==> src/lpe_consts.vh <==
// Constants for the low-power, reduce-speed and error state block
// Notes on behaviour
// Partial exits to wake burst once recovered
// Stay in partial until recovery completes
// Partial to slumber only when auto enabled
// Stay in slumber while requested or unrecovered
// Slumber exits to wake burst once recovered
// Reduce speed waits for valid slower signal
// Failed resume error retries the wake burst
// Other error goes to reset after interval; the code does so only when the async recovery bit is set
// Error holds otherwise or before interval ends
// Ready flag only in ready, synced, valid
// Resume failure never lowers speed; error instead
// Transmitter quiescent in all four states
// Host wake on exit awaits its negation
`ifndef LPE_CONSTS_VH
`define LPE_CONSTS_VH

// ****************************************
// Register offsets
// ****************************************
`define LPE_OFS_CTRL       12'h000
`define LPE_OFS_STATUS     12'h004
`define LPE_OFS_INT_STAT   12'h008
`define LPE_OFS_INT_MASK   12'h00c
`define LPE_OFS_RETRY      12'h010

// ****************************************
// Field positions and reset values
// ****************************************
`define LPE_CTRL_AUTO_SLUMBER_BIT 0
`define LPE_CTRL_ASYNC_REC_BIT    1
`define LPE_CTRL_RESET            2'h0
`define LPE_INT_WIDTH             4
`define LPE_INT_ERROR_BIT         0
`define LPE_INT_RETRY_WAKE_BIT    1
`define LPE_INT_RETRY_RESET_BIT   2
`define LPE_INT_SPEED_DONE_BIT    3
`define LPE_INT_MASK_RESET        4'h0
`define LPE_RETRY_WIDTH           16
`define LPE_RETRY_RESET           16'h000a

// ****************************************
// Timing
// ****************************************
`define LPE_CLK_MHZ        10
`define LPE_TICK_NS        1000
`define LPE_CLK_NS         100
`define LPE_TICK_CYCLES    (`LPE_TICK_NS / `LPE_CLK_NS)
`define LPE_TICK_LAST      8'h09

// ****************************************
// States
// ****************************************
`define LPE_ST_IDLE        3'h0
`define LPE_ST_PARTIAL     3'h1
`define LPE_ST_SLUMBER     3'h2
`define LPE_ST_REDUCE      3'h3
`define LPE_ST_ERROR       3'h4

`endif

==> src/lpe_retry_timer.v <==
// Retry interval timer counting microsecond ticks
`timescale 1ns/1ps
`include "lpe_consts.vh"

module lpe_retry_timer (
    // Clock and reset
    input  wire                         pclk,
    input  wire                         presetn,
    // Control
    input  wire                         restart,
    input  wire [`LPE_RETRY_WIDTH-1:0]  limit,
    // Result
    output reg                          elapsed_q
);

    // ****************************************
    // Microsecond tick divider
    // ****************************************
    localparam [7:0] TICK_LAST = `LPE_TICK_LAST;   // Last divider count of a microsecond

    reg [7:0]                  div_q;     // Cycle divider
    reg                        tick_q;    // One-cycle microsecond enable
    reg [`LPE_RETRY_WIDTH-1:0] count_q;   // Elapsed ticks since restart

    // Divider restarts with the timer so the first tick is a full period
    always @(posedge pclk or negedge presetn) begin
        if (!presetn) begin
            div_q  <= 8'h00;
            tick_q <= 1'b0;
        end else if (restart) begin
            div_q  <= 8'h00;
            tick_q <= 1'b0;
        end else if (div_q == TICK_LAST) begin
            div_q  <= 8'h00;
            tick_q <= 1'b1;
        end else begin
            div_q  <= div_q + 8'h01;
            tick_q <= 1'b0;
        end
    end

    // ****************************************
    // Interval counter
    // ****************************************
    // Saturates at limit; elapsed stays high until next restart
    always @(posedge pclk or negedge presetn) begin
        if (!presetn) begin
            count_q   <= {`LPE_RETRY_WIDTH{1'b0}};
            elapsed_q <= 1'b0;
        end else if (restart) begin
            count_q   <= {`LPE_RETRY_WIDTH{1'b0}};
            elapsed_q <= 1'b0;
        end else if (count_q >= limit) begin
            elapsed_q <= 1'b1;
        end else if (tick_q) begin
            count_q   <= count_q + {{(`LPE_RETRY_WIDTH-1){1'b0}}, 1'b1};
        end
    end

endmodule

==> src/lpe_fsm_top.v <==
// Device link power states, reduce-speed and error state machine with APB registers
`timescale 1ns/1ps
`include "lpe_consts.vh"

module lpe_fsm_top (
    // APB clock and reset
    input  wire        pclk,
    input  wire        presetn,
    // APB slave
    input  wire        psel,
    input  wire        penable,
    input  wire        pwrite,
    input  wire [11:0] paddr,
    input  wire [31:0] pwdata,
    output reg  [31:0] prdata,
    output reg         pready,
    output reg         pslverr,
    // Entry requests from the surrounding state machine
    input  wire        enter_partial,
    input  wire        enter_slumber,
    input  wire        enter_reduce,
    input  wire        enter_error,
    input  wire        error_resume_fail,
    input  wire        in_ready_state,
    // Link layer requests
    input  wire        link_partial_req,
    input  wire        link_slumber_req,
    // Analog front-end status (asynchronous)
    input  wire        phy_recovered,
    input  wire        host_wake_seen,
    input  wire        tx_speed_valid,
    input  wire        rx_sync,
    input  wire        tx_signal_valid,
    // Exits to the surrounding state machine
    output reg         go_wake_burst,
    output reg         go_await_no_wake,
    output reg         go_send_align,
    output reg         go_reset,
    output reg         tx_quiet,
    output reg         resume_active,
    output reg         phy_ready_out,
    output reg         irq
);

    // ****************************************
    // Input synchronisers
    // ****************************************
    // Front-end levels arrive from another domain
    reg [4:0] sync1_q;   // First stage, read only by second stage
    reg [4:0] sync2_q;   // Second stage, safe to use

    // Two flops per level; only the second stage feeds logic
    always @(posedge pclk or negedge presetn) begin
        if (!presetn) begin
            sync1_q <= 5'h00;
            sync2_q <= 5'h00;
        end else begin
            sync1_q <= {tx_signal_valid, rx_sync, tx_speed_valid, host_wake_seen, phy_recovered};
            sync2_q <= sync1_q;
        end
    end

    // Synchronised copies, two cycles behind the pins
    wire recovered_s = sync2_q[0];   // Phy ready to communicate again
    wire host_wake_s = sync2_q[1];   // Host wake burst present
    wire speed_ok_s  = sync2_q[2];   // Transmitter valid at slower speed
    wire rx_sync_s   = sync2_q[3];   // Receiver locked
    wire tx_valid_s  = sync2_q[4];   // Transmitter valid

    // ****************************************
    // Register file
    // ****************************************
    // Software-visible registers and the state
    reg [1:0]                  ctrl_q;       // Auto slumber and async recovery
    reg [`LPE_INT_WIDTH-1:0]   int_stat_q;   // Sticky events
    reg [`LPE_INT_WIDTH-1:0]   int_mask_q;   // Interrupt enables
    reg [`LPE_RETRY_WIDTH-1:0] retry_q;      // Retry interval in microseconds
    reg [2:0]                  state_q;      // Current state
    reg [2:0]                  state_d;      // Next state
    reg                        resume_fail_q; // Error caused by failed resume
    reg [`LPE_INT_WIDTH-1:0]   event_d;      // Events raised this cycle

    // Bus access handshake: one wait state
    // The first access cycle loads the answer; pready follows a cycle later
    // Writes land at the edge where pready is sampled high
    wire access   = psel & penable & ~pready;
    wire wr_en    = psel & penable & pready & pwrite;
    wire auto_slp = ctrl_q[`LPE_CTRL_AUTO_SLUMBER_BIT];
    wire async_ok = ctrl_q[`LPE_CTRL_ASYNC_REC_BIT];

    // Address decode used by the error path; the read multiplexer decodes on its own
    function mapped;
        input [11:0] a;
        begin
            mapped = (a == `LPE_OFS_CTRL) || (a == `LPE_OFS_STATUS) || (a == `LPE_OFS_INT_STAT)
                  || (a == `LPE_OFS_INT_MASK) || (a == `LPE_OFS_RETRY);
        end
    endfunction

    // Read multiplexer
    // Status word: resume flag, error cause, state code
    reg [31:0] rdata_d;
    always @* begin
        rdata_d = 32'h0000_0000;
        case (paddr)
            `LPE_OFS_CTRL:     rdata_d = {30'h0, ctrl_q};
            `LPE_OFS_STATUS:   rdata_d = {27'h0, resume_active, resume_fail_q, state_q};
            `LPE_OFS_INT_STAT: rdata_d = {28'h0, int_stat_q};
            `LPE_OFS_INT_MASK: rdata_d = {28'h0, int_mask_q};
            `LPE_OFS_RETRY:    rdata_d = {16'h0, retry_q};
            default:           rdata_d = 32'h0000_0000;
        endcase
    end

    // APB answer, registered
    always @(posedge pclk or negedge presetn) begin
        if (!presetn) begin
            pready  <= 1'b0;
            pslverr <= 1'b0;
            prdata  <= 32'h0000_0000;
        end else begin
            // Answer one cycle after the access cycle is taken
            pready  <= access;
            // Error flag only for offsets outside the map
            pslverr <= access & ~mapped(paddr);
            // Read data stands until the next read
            if (access && !pwrite) begin
                prdata <= rdata_d;
            end
        end
    end

    // Writable registers; a set event wins over a write-one clear
    always @(posedge pclk or negedge presetn) begin
        if (!presetn) begin
            ctrl_q     <= `LPE_CTRL_RESET;
            int_mask_q <= `LPE_INT_MASK_RESET;
            retry_q    <= `LPE_RETRY_RESET;
            int_stat_q <= {`LPE_INT_WIDTH{1'b0}};
        end else begin
            // Control bits
            if (wr_en && paddr == `LPE_OFS_CTRL) begin
                ctrl_q <= pwdata[1:0];
            end
            // Interrupt enables
            if (wr_en && paddr == `LPE_OFS_INT_MASK) begin
                int_mask_q <= pwdata[`LPE_INT_WIDTH-1:0];
            end
            // Retry interval in microseconds
            if (wr_en && paddr == `LPE_OFS_RETRY) begin
                retry_q <= pwdata[`LPE_RETRY_WIDTH-1:0];
            end
            // Write one to clear; a same-cycle event keeps its bit
            if (wr_en && paddr == `LPE_OFS_INT_STAT) begin
                int_stat_q <= (int_stat_q & ~pwdata[`LPE_INT_WIDTH-1:0]) | event_d;
            end else begin
                int_stat_q <= int_stat_q | event_d;
            end
        end
    end

    // ****************************************
    // Retry interval timer
    // ****************************************
    // Entry edge into error; each visit restarts the interval afresh
    wire error_entry = (state_q != `LPE_ST_ERROR) && (state_d == `LPE_ST_ERROR);
    wire retry_done;   // Interval elapsed since entry

    // Timer runs on its own microsecond divider
    lpe_retry_timer lpe_retry_timer_inst (
        .pclk      (pclk),
        .presetn   (presetn),
        .restart   (error_entry),
        .limit     (retry_q),
        .elapsed_q (retry_done)
    );

    // ****************************************
    // Next state and exits
    // ****************************************
    // One-cycle exit strobes, registered below
    reg wake_d;    // Exit to wake burst
    reg await_d;   // Exit to await wake negation
    reg align_d;   // Exit to send alignment
    reg reset_d;   // Exit to reset

    // Exits read front-end levels only through their synchronised copies
    always @* begin
        state_d = state_q;
        wake_d  = 1'b0;
        await_d = 1'b0;
        align_d = 1'b0;
        reset_d = 1'b0;
        event_d = {`LPE_INT_WIDTH{1'b0}};
        case (state_q)
            `LPE_ST_IDLE: begin
                // Entry from the surrounding machine
                // Priority: error, reduce, slumber, partial
                if (enter_error) begin
                    state_d = `LPE_ST_ERROR;
                    event_d[`LPE_INT_ERROR_BIT] = 1'b1;
                end else if (enter_reduce && resume_active) begin
                    // No speed drop while resuming; retry the wake instead
                    state_d = `LPE_ST_ERROR;
                    event_d[`LPE_INT_ERROR_BIT] = 1'b1;
                end else if (enter_reduce) begin
                    state_d = `LPE_ST_REDUCE;
                end else if (enter_slumber) begin
                    state_d = `LPE_ST_SLUMBER;
                end else if (enter_partial) begin
                    state_d = `LPE_ST_PARTIAL;
                end
            end
            `LPE_ST_PARTIAL: begin
                // Host wake picks the await exit over our own burst
                if (!link_partial_req && recovered_s) begin
                    state_d = `LPE_ST_IDLE;
                    await_d = host_wake_s;
                    wake_d  = ~host_wake_s;
                end else if (link_slumber_req && auto_slp) begin
                    state_d = `LPE_ST_SLUMBER;
                end
                // Otherwise hold while unrecovered or requested  // R02
            end
            `LPE_ST_SLUMBER: begin
                // Same exit choice as partial
                if (!link_slumber_req && recovered_s) begin
                    state_d = `LPE_ST_IDLE;
                    await_d = host_wake_s;
                    wake_d  = ~host_wake_s;
                end
                // Hold while requested or unrecovered            // R04
            end
            `LPE_ST_REDUCE: begin
                // Leave once the transmitter is valid at the slower rate
                if (speed_ok_s) begin
                    state_d = `LPE_ST_IDLE;
                    align_d = 1'b1;
                    event_d[`LPE_INT_SPEED_DONE_BIT] = 1'b1;
                end
            end
            `LPE_ST_ERROR: begin
                // A failed resume always retries the wake first
                if (resume_fail_q) begin
                    state_d = `LPE_ST_IDLE;
                    wake_d  = 1'b1;
                    event_d[`LPE_INT_RETRY_WAKE_BIT] = 1'b1;
                end else if (async_ok && retry_done) begin
                    state_d = `LPE_ST_IDLE;
                    reset_d = 1'b1;
                    event_d[`LPE_INT_RETRY_RESET_BIT] = 1'b1;
                end
                // Otherwise remain in error                      // R09
            end
            default: begin
                // Unused codes fall back to idle
                state_d = `LPE_ST_IDLE;
            end
        endcase
    end

    // ****************************************
    // State and output flops
    // ****************************************
    always @(posedge pclk or negedge presetn) begin
        if (!presetn) begin
            state_q          <= `LPE_ST_IDLE;
            resume_fail_q    <= 1'b0;
            resume_active    <= 1'b0;
            go_wake_burst    <= 1'b0;
            go_await_no_wake <= 1'b0;
            go_send_align    <= 1'b0;
            go_reset         <= 1'b0;
            tx_quiet         <= 1'b0;
            phy_ready_out    <= 1'b0;
            irq              <= 1'b0;
        end else begin
            state_q          <= state_d;
            // Exit strobes last one cycle
            go_wake_burst    <= wake_d;
            go_await_no_wake <= await_d;
            go_send_align    <= align_d;
            go_reset         <= reset_d;
            // Quiet in every owned state
            tx_quiet         <= (state_d != `LPE_ST_IDLE);
            // Ready only in ready state with lock and valid transmit
            phy_ready_out    <= in_ready_state & rx_sync_s & tx_valid_s;
            // Interrupt level from unmasked sticky bits
            irq              <= |(int_stat_q & int_mask_q);
            // Capture error cause; resume errors force a wake retry
            if (state_q == `LPE_ST_IDLE && (enter_error || (enter_reduce && resume_active))) begin
                resume_fail_q <= error_resume_fail | resume_active;
            end
            // Resume in progress from any wake or await exit, including the error retry, until ready
            if (wake_d || await_d) begin
                resume_active <= 1'b1;
            end else if (in_ready_state && rx_sync_s && tx_valid_s) begin
                resume_active <= 1'b0;
            end
        end
    end

endmodule

==> config.mk <==
export PLATFORM = sky130hd
export DESIGN_NAME = lpe_fsm_top
export DESIGN_NICKNAME = d
export VERILOG_FILES = /design/src/lpe_retry_timer.v /design/src/lpe_fsm_top.v
export VERILOG_INCLUDE_DIRS = /design/src
export SDC_FILE = /design/constraint.sdc
export NUM_CORES = 1
export LEC_CHECK = 0
export BUFFER_PORTS_ARGS = -buffer_cell sky130_fd_sc_hd__buf_2
export CAP_MARGIN = 30
export CORE_MARGIN = 2
export CORE_UTILIZATION = 54
export DETAILED_ROUTE_END_ITERATION = 12
export PLACE_DENSITY = 0.79
export SLEW_MARGIN = 20
export SYNTH_ARGS = -nofsm -noshare
export SYNTH_HDL_FRONTEND = slang
export SYNTH_HIERARCHICAL = 1
export SYNTH_SLANG_ARGS = --single-unit
==> constraint.sdc <==
create_clock -name pclk -period 3.2 [get_ports pclk]
set_clock_uncertainty 0.2 [all_clocks]
set_input_delay 0 -clock pclk [delete_from_list [all_inputs] [get_ports pclk]]
set_output_delay 0 -clock pclk [all_outputs]
set_load 0.02 [all_outputs]
==> flow_summary.json <==
{
  "grt_antenna_before_repair": 0,
  "global_route.overflow_total": 0,
  "areaGrowthSynthToFinish_pct": 22.8,
  "cts_made_buffers": 9,
  "finalSetupViolations": 0,
  "wl_microns": 10300,
  "gp_congestion": 0.859,
  "synth_top_cells_by_area": "sky130_fd_sc_hd__dfrtp_1, sky130_fd_sc_hd__ha_1, sky130_fd_sc_hd__mux2_2",
  "post-synth-top-count-cell": "sky130_fd_sc_hd__dfrtp_1",
  "worst-r2r-setup-slack_ns": 0.25,
  "highest_ir_drop_seen_on_vdd_mv": 0.433,
  "final_critical_path_required_period_ns": 2.95,
  "slew_violations": 0,
  "share_of_the_synthesized_area_in_the_top_cell_type_pct": 48.1,
  "post_cts.resized_instances": 0,
  "run_status": "complete, no violations",
  "first_global_vias": 3662,
  "synth_enable_flop_cells": 0,
  "port_buffers": 71,
  "criticalPathCategory": "flip-flop to flip-flop",
  "final_layout_size_suffix_gt1_share_pct": 26.0,
  "die_height_microns": 97.1,
  "synth.yosys.seq_area_share_pct": 49.2,
  "sort_of_element_at_the_end_of_the_critical_path": "flip-flop",
  "cap_viol_max_count": 0,
  "yosys.area.top_type": "sky130_fd_sc_hd__dfrtp_1",
  "yosys_warnings": 6,
  "tritoncts_num_sinks": 92,
  "gr-usage-all-layers_pct": 22.5,
  "clock_path_buffers": 2,
  "hold-worst-slack_ns": 0.0306,
  "most_numerous_cell_types_in_the_synthesized_netlist": "sky130_fd_sc_hd__dfrtp_1, sky130_fd_sc_hd__nor2_1, sky130_fd_sc_hd__nand2_1",
  "pin_count_of_the_biggest_net_entering_global_routing": 36,
  "worst_slew_pin_slew_ns": 0.513,
  "postLayoutCoreUtil_pct": 69.3,
  "placementRows": 33,
  "worst_hold_path_type": "input pin to flip-flop",
  "fillerInstances": 595,
  "die_width_microns": 97.1,
  "syn_area_per_cell_sq_um": 11.1,
  "clock_insertion_delay_worst_skew_ns": 0.35,
  "worst-endpoint-required_ns": 3.24,
  "dieArea_sq_mm": 0.00943,
  "detail_route.iter0.violations": 218,
  "synth.distinct_cells": 66,
  "ys_ff_latch": 92,
  "design.final.nets": 625,
  "critical_path_arrival_ns": 2.99,
  "detail-route-antenna-nets": 0,
  "power_density_mw_per_mm2": 471,
  "detail_route.first_pass.iterations": 6,
  "multiInputGateArea_sq_mm": 0.00214,
  "wl_per_cell_microns": 15.8,
  "design.core.area_sq_mm": 0.00830,
  "hold_violations": 0,
  "drc_errors": 0,
  "wire_length_of_the_first_global_routing_pass_microns": 17300,
  "vias_per_cell": 5.59,
  "yosys_most_used_dff": "sky130_fd_sc_hd__dfrtp_1",
  "route.vias.total": 3657,
  "async_reset_ff_share_pct": 100,
  "leakage_uw": 0.00272,
  "cts.clk_slew.worst_paths_ns": 0.10,
  "insertedDiodeCount": 0,
  "path_max_fanout": 9,
  "initial_core_util_pct": 56.4,
  "setup_tns_ns": 0,
  "tritoncts": "done",
  "start_kind": "flip-flop",
  "htree_num_levels": 3,
  "hpwl_microns": 7110,
  "storage_cell_area_sq_mm": 0.00230,
  "ioPinCount": 104,
  "clock.fmax_ghz": 0.339,
  "grt_setup_unrepaired": "false",
  "post-route-period-util_pct": 92.3,
  "max-slew-margin-rel_pct": 65.8,
  "clk_root_buffer_cell": "sky130_fd_sc_hd__clkbuf_8",
  "syn_inst": 423,
  "netlist_area_before_placement_sq_mm": 0.00468
}
==> cell families after synthesis <==
group | Yosys count | synth area share, %
buffers and inverters | 52 | 6.31
adders and majority gates | 19 | 5.08
DFF | 92 | 49.2
other | 1 | 0.0801
AOI/OAI and AO/OA | 74 | 10.6
xor gates and xnor gates | 10 | 1.87
and+or+nand+nor | 147 | 19.2
muxes | 28 | 7.72
==> worst max-delay path, cell delays in order (launching register included) <==
cell and delay (ns):
sky130_fd_sc_hd__dfrtp_1 0.49, sky130_fd_sc_hd__nor2b_1 0.19, sky130_fd_sc_hd__o311ai_1 0.26, sky130_fd_sc_hd__dlygate4sd3_1 0.61, sky130_fd_sc_hd__o221ai_1 0.12, sky130_fd_sc_hd__dlygate4sd3_1 0.59
sky130_fd_sc_hd__or3_1 0.38
==> report_power, final <==
group | internal (uW) | switching [uW] | leakage [uW]
clock network | 391 | 414 | 0.000108
logic | 238 | 302 | 0.00140
registers | 1250 | 114 | 0.00121
==> cell type report <==
cell class / count / share of cell area (%)
clock inverters: 6 / 1.26
inverters: 22 / 1.44
well taps: 105 / 2.29
flip-flops and latches: 92 / 40.1
multi-input cells: 294 / 37.2
clock buffers: 10 / 2.39
repair buffers: 125 / 15.3
==> worst paths after layout <==
| check | startpoint | to | cells after the start |
|---|---|---|---|
| max | state_q[1]$_DFF_PN0_ | tx_quiet$_DFF_PN0_ | 6 |
| min | paddr[9] | prdata[2]$_DFFE_PN0P_ | 5 |
| max reg2reg | state_q[1]$_DFF_PN0_ | tx_quiet$_DFF_PN0_ | 6 |
| min reg2reg | sync1_q[1]$_DFF_PN0_ | sync2_q[1]$_DFF_PN0_ | 0 |
| max in group asynchronous | presetn | lpe_retry_timer_inst/count_q[9]$_DFFE_PN0P_ | 3 |
| min in group asynchronous | presetn | lpe_retry_timer_inst/div_q[3]$_DFF_PN0_ | 3 |
==> sequential cells by signal, summed over array words and instances, names as in the netlist, 2 cells and up <==
name	count
int_stat_q	4
sync2_q	5
sync1_q	5
ctrl_q	2
state_q	3
lpe_retry_timer_inst/div_q	8
int_mask_q	4
retry_q	16
prdata	16
lpe_retry_timer_inst/count_q	16
==> placed cells by master (no fill, tap or decap), types with 8 or more instances in the layout <==
| cell type | synthesis | final |
|---|---|---|
| sky130_fd_sc_hd__a21oi_1 | 21 | 21 |
| sky130_fd_sc_hd__ha_1 | 19 | 19 |
| sky130_fd_sc_hd__conb_1 | 1 | 16 |
| sky130_fd_sc_hd__inv_1 | 22 | 22 |
| sky130_fd_sc_hd__clkbuf_8 | 0 | 10 |
| sky130_fd_sc_hd__buf_2 | 3 | 71 |
| sky130_fd_sc_hd__nand4_1 | 9 | 9 |
| sky130_fd_sc_hd__nor2b_1 | 8 | 8 |
| sky130_fd_sc_hd__dfrtp_1 | 90 | 90 |
| sky130_fd_sc_hd__mux2_4 | 10 | 10 |
| sky130_fd_sc_hd__o21ai_0 | 16 | 16 |
| sky130_fd_sc_hd__nand2_1 | 28 | 28 |
| sky130_fd_sc_hd__nor2_1 | 29 | 29 |
| sky130_fd_sc_hd__a22o_1 | 11 | 11 |
| sky130_fd_sc_hd__mux2_2 | 14 | 14 |
| sky130_fd_sc_hd__dlygate4sd3_1 | 0 | 47 |
| sky130_fd_sc_hd__nand3_1 | 11 | 11 |
==> metal layers <==
| layer | vias up | GRT usage, % | wire, microns |
|---|---|---|---|
| met4 | 0 | 8.23 | 175 |
| li1 | 1732 | - | - |
| met5 | - | 0 | 0 |
| met3 | 28 | 3.96 | 477 |
| met1 | 1775 | 28.1 | 4400 |
| met2 | 122 | 39.0 | 5260 |
==> through the flow <==
stage / worst slack [ns] / std cells / instance area [sq um] / power (uW)
3_3_place_gp: 0.509 / 589 / 5050 / 1820
4_1_cts: 0.413 / 653 / 5740 / 2720
5_1_grt: 0.200 / 654 / 5750 / 2860
6_report: 0.248 / 654 / 5750 / 2710
2_1_floorplan: 0.791 / 438 / 4740 / 1690
3_5_place_dp: 0.453 / 589 / 5050 / 1840
==> timing repair <==
item                                    CTS  global route
hold endpoints to repair                136             0
buffers inserted                          0             0
hold buffers                             48             0
endpoints found under the setup margin    0             0
Power figures use the tool's default switching activity.
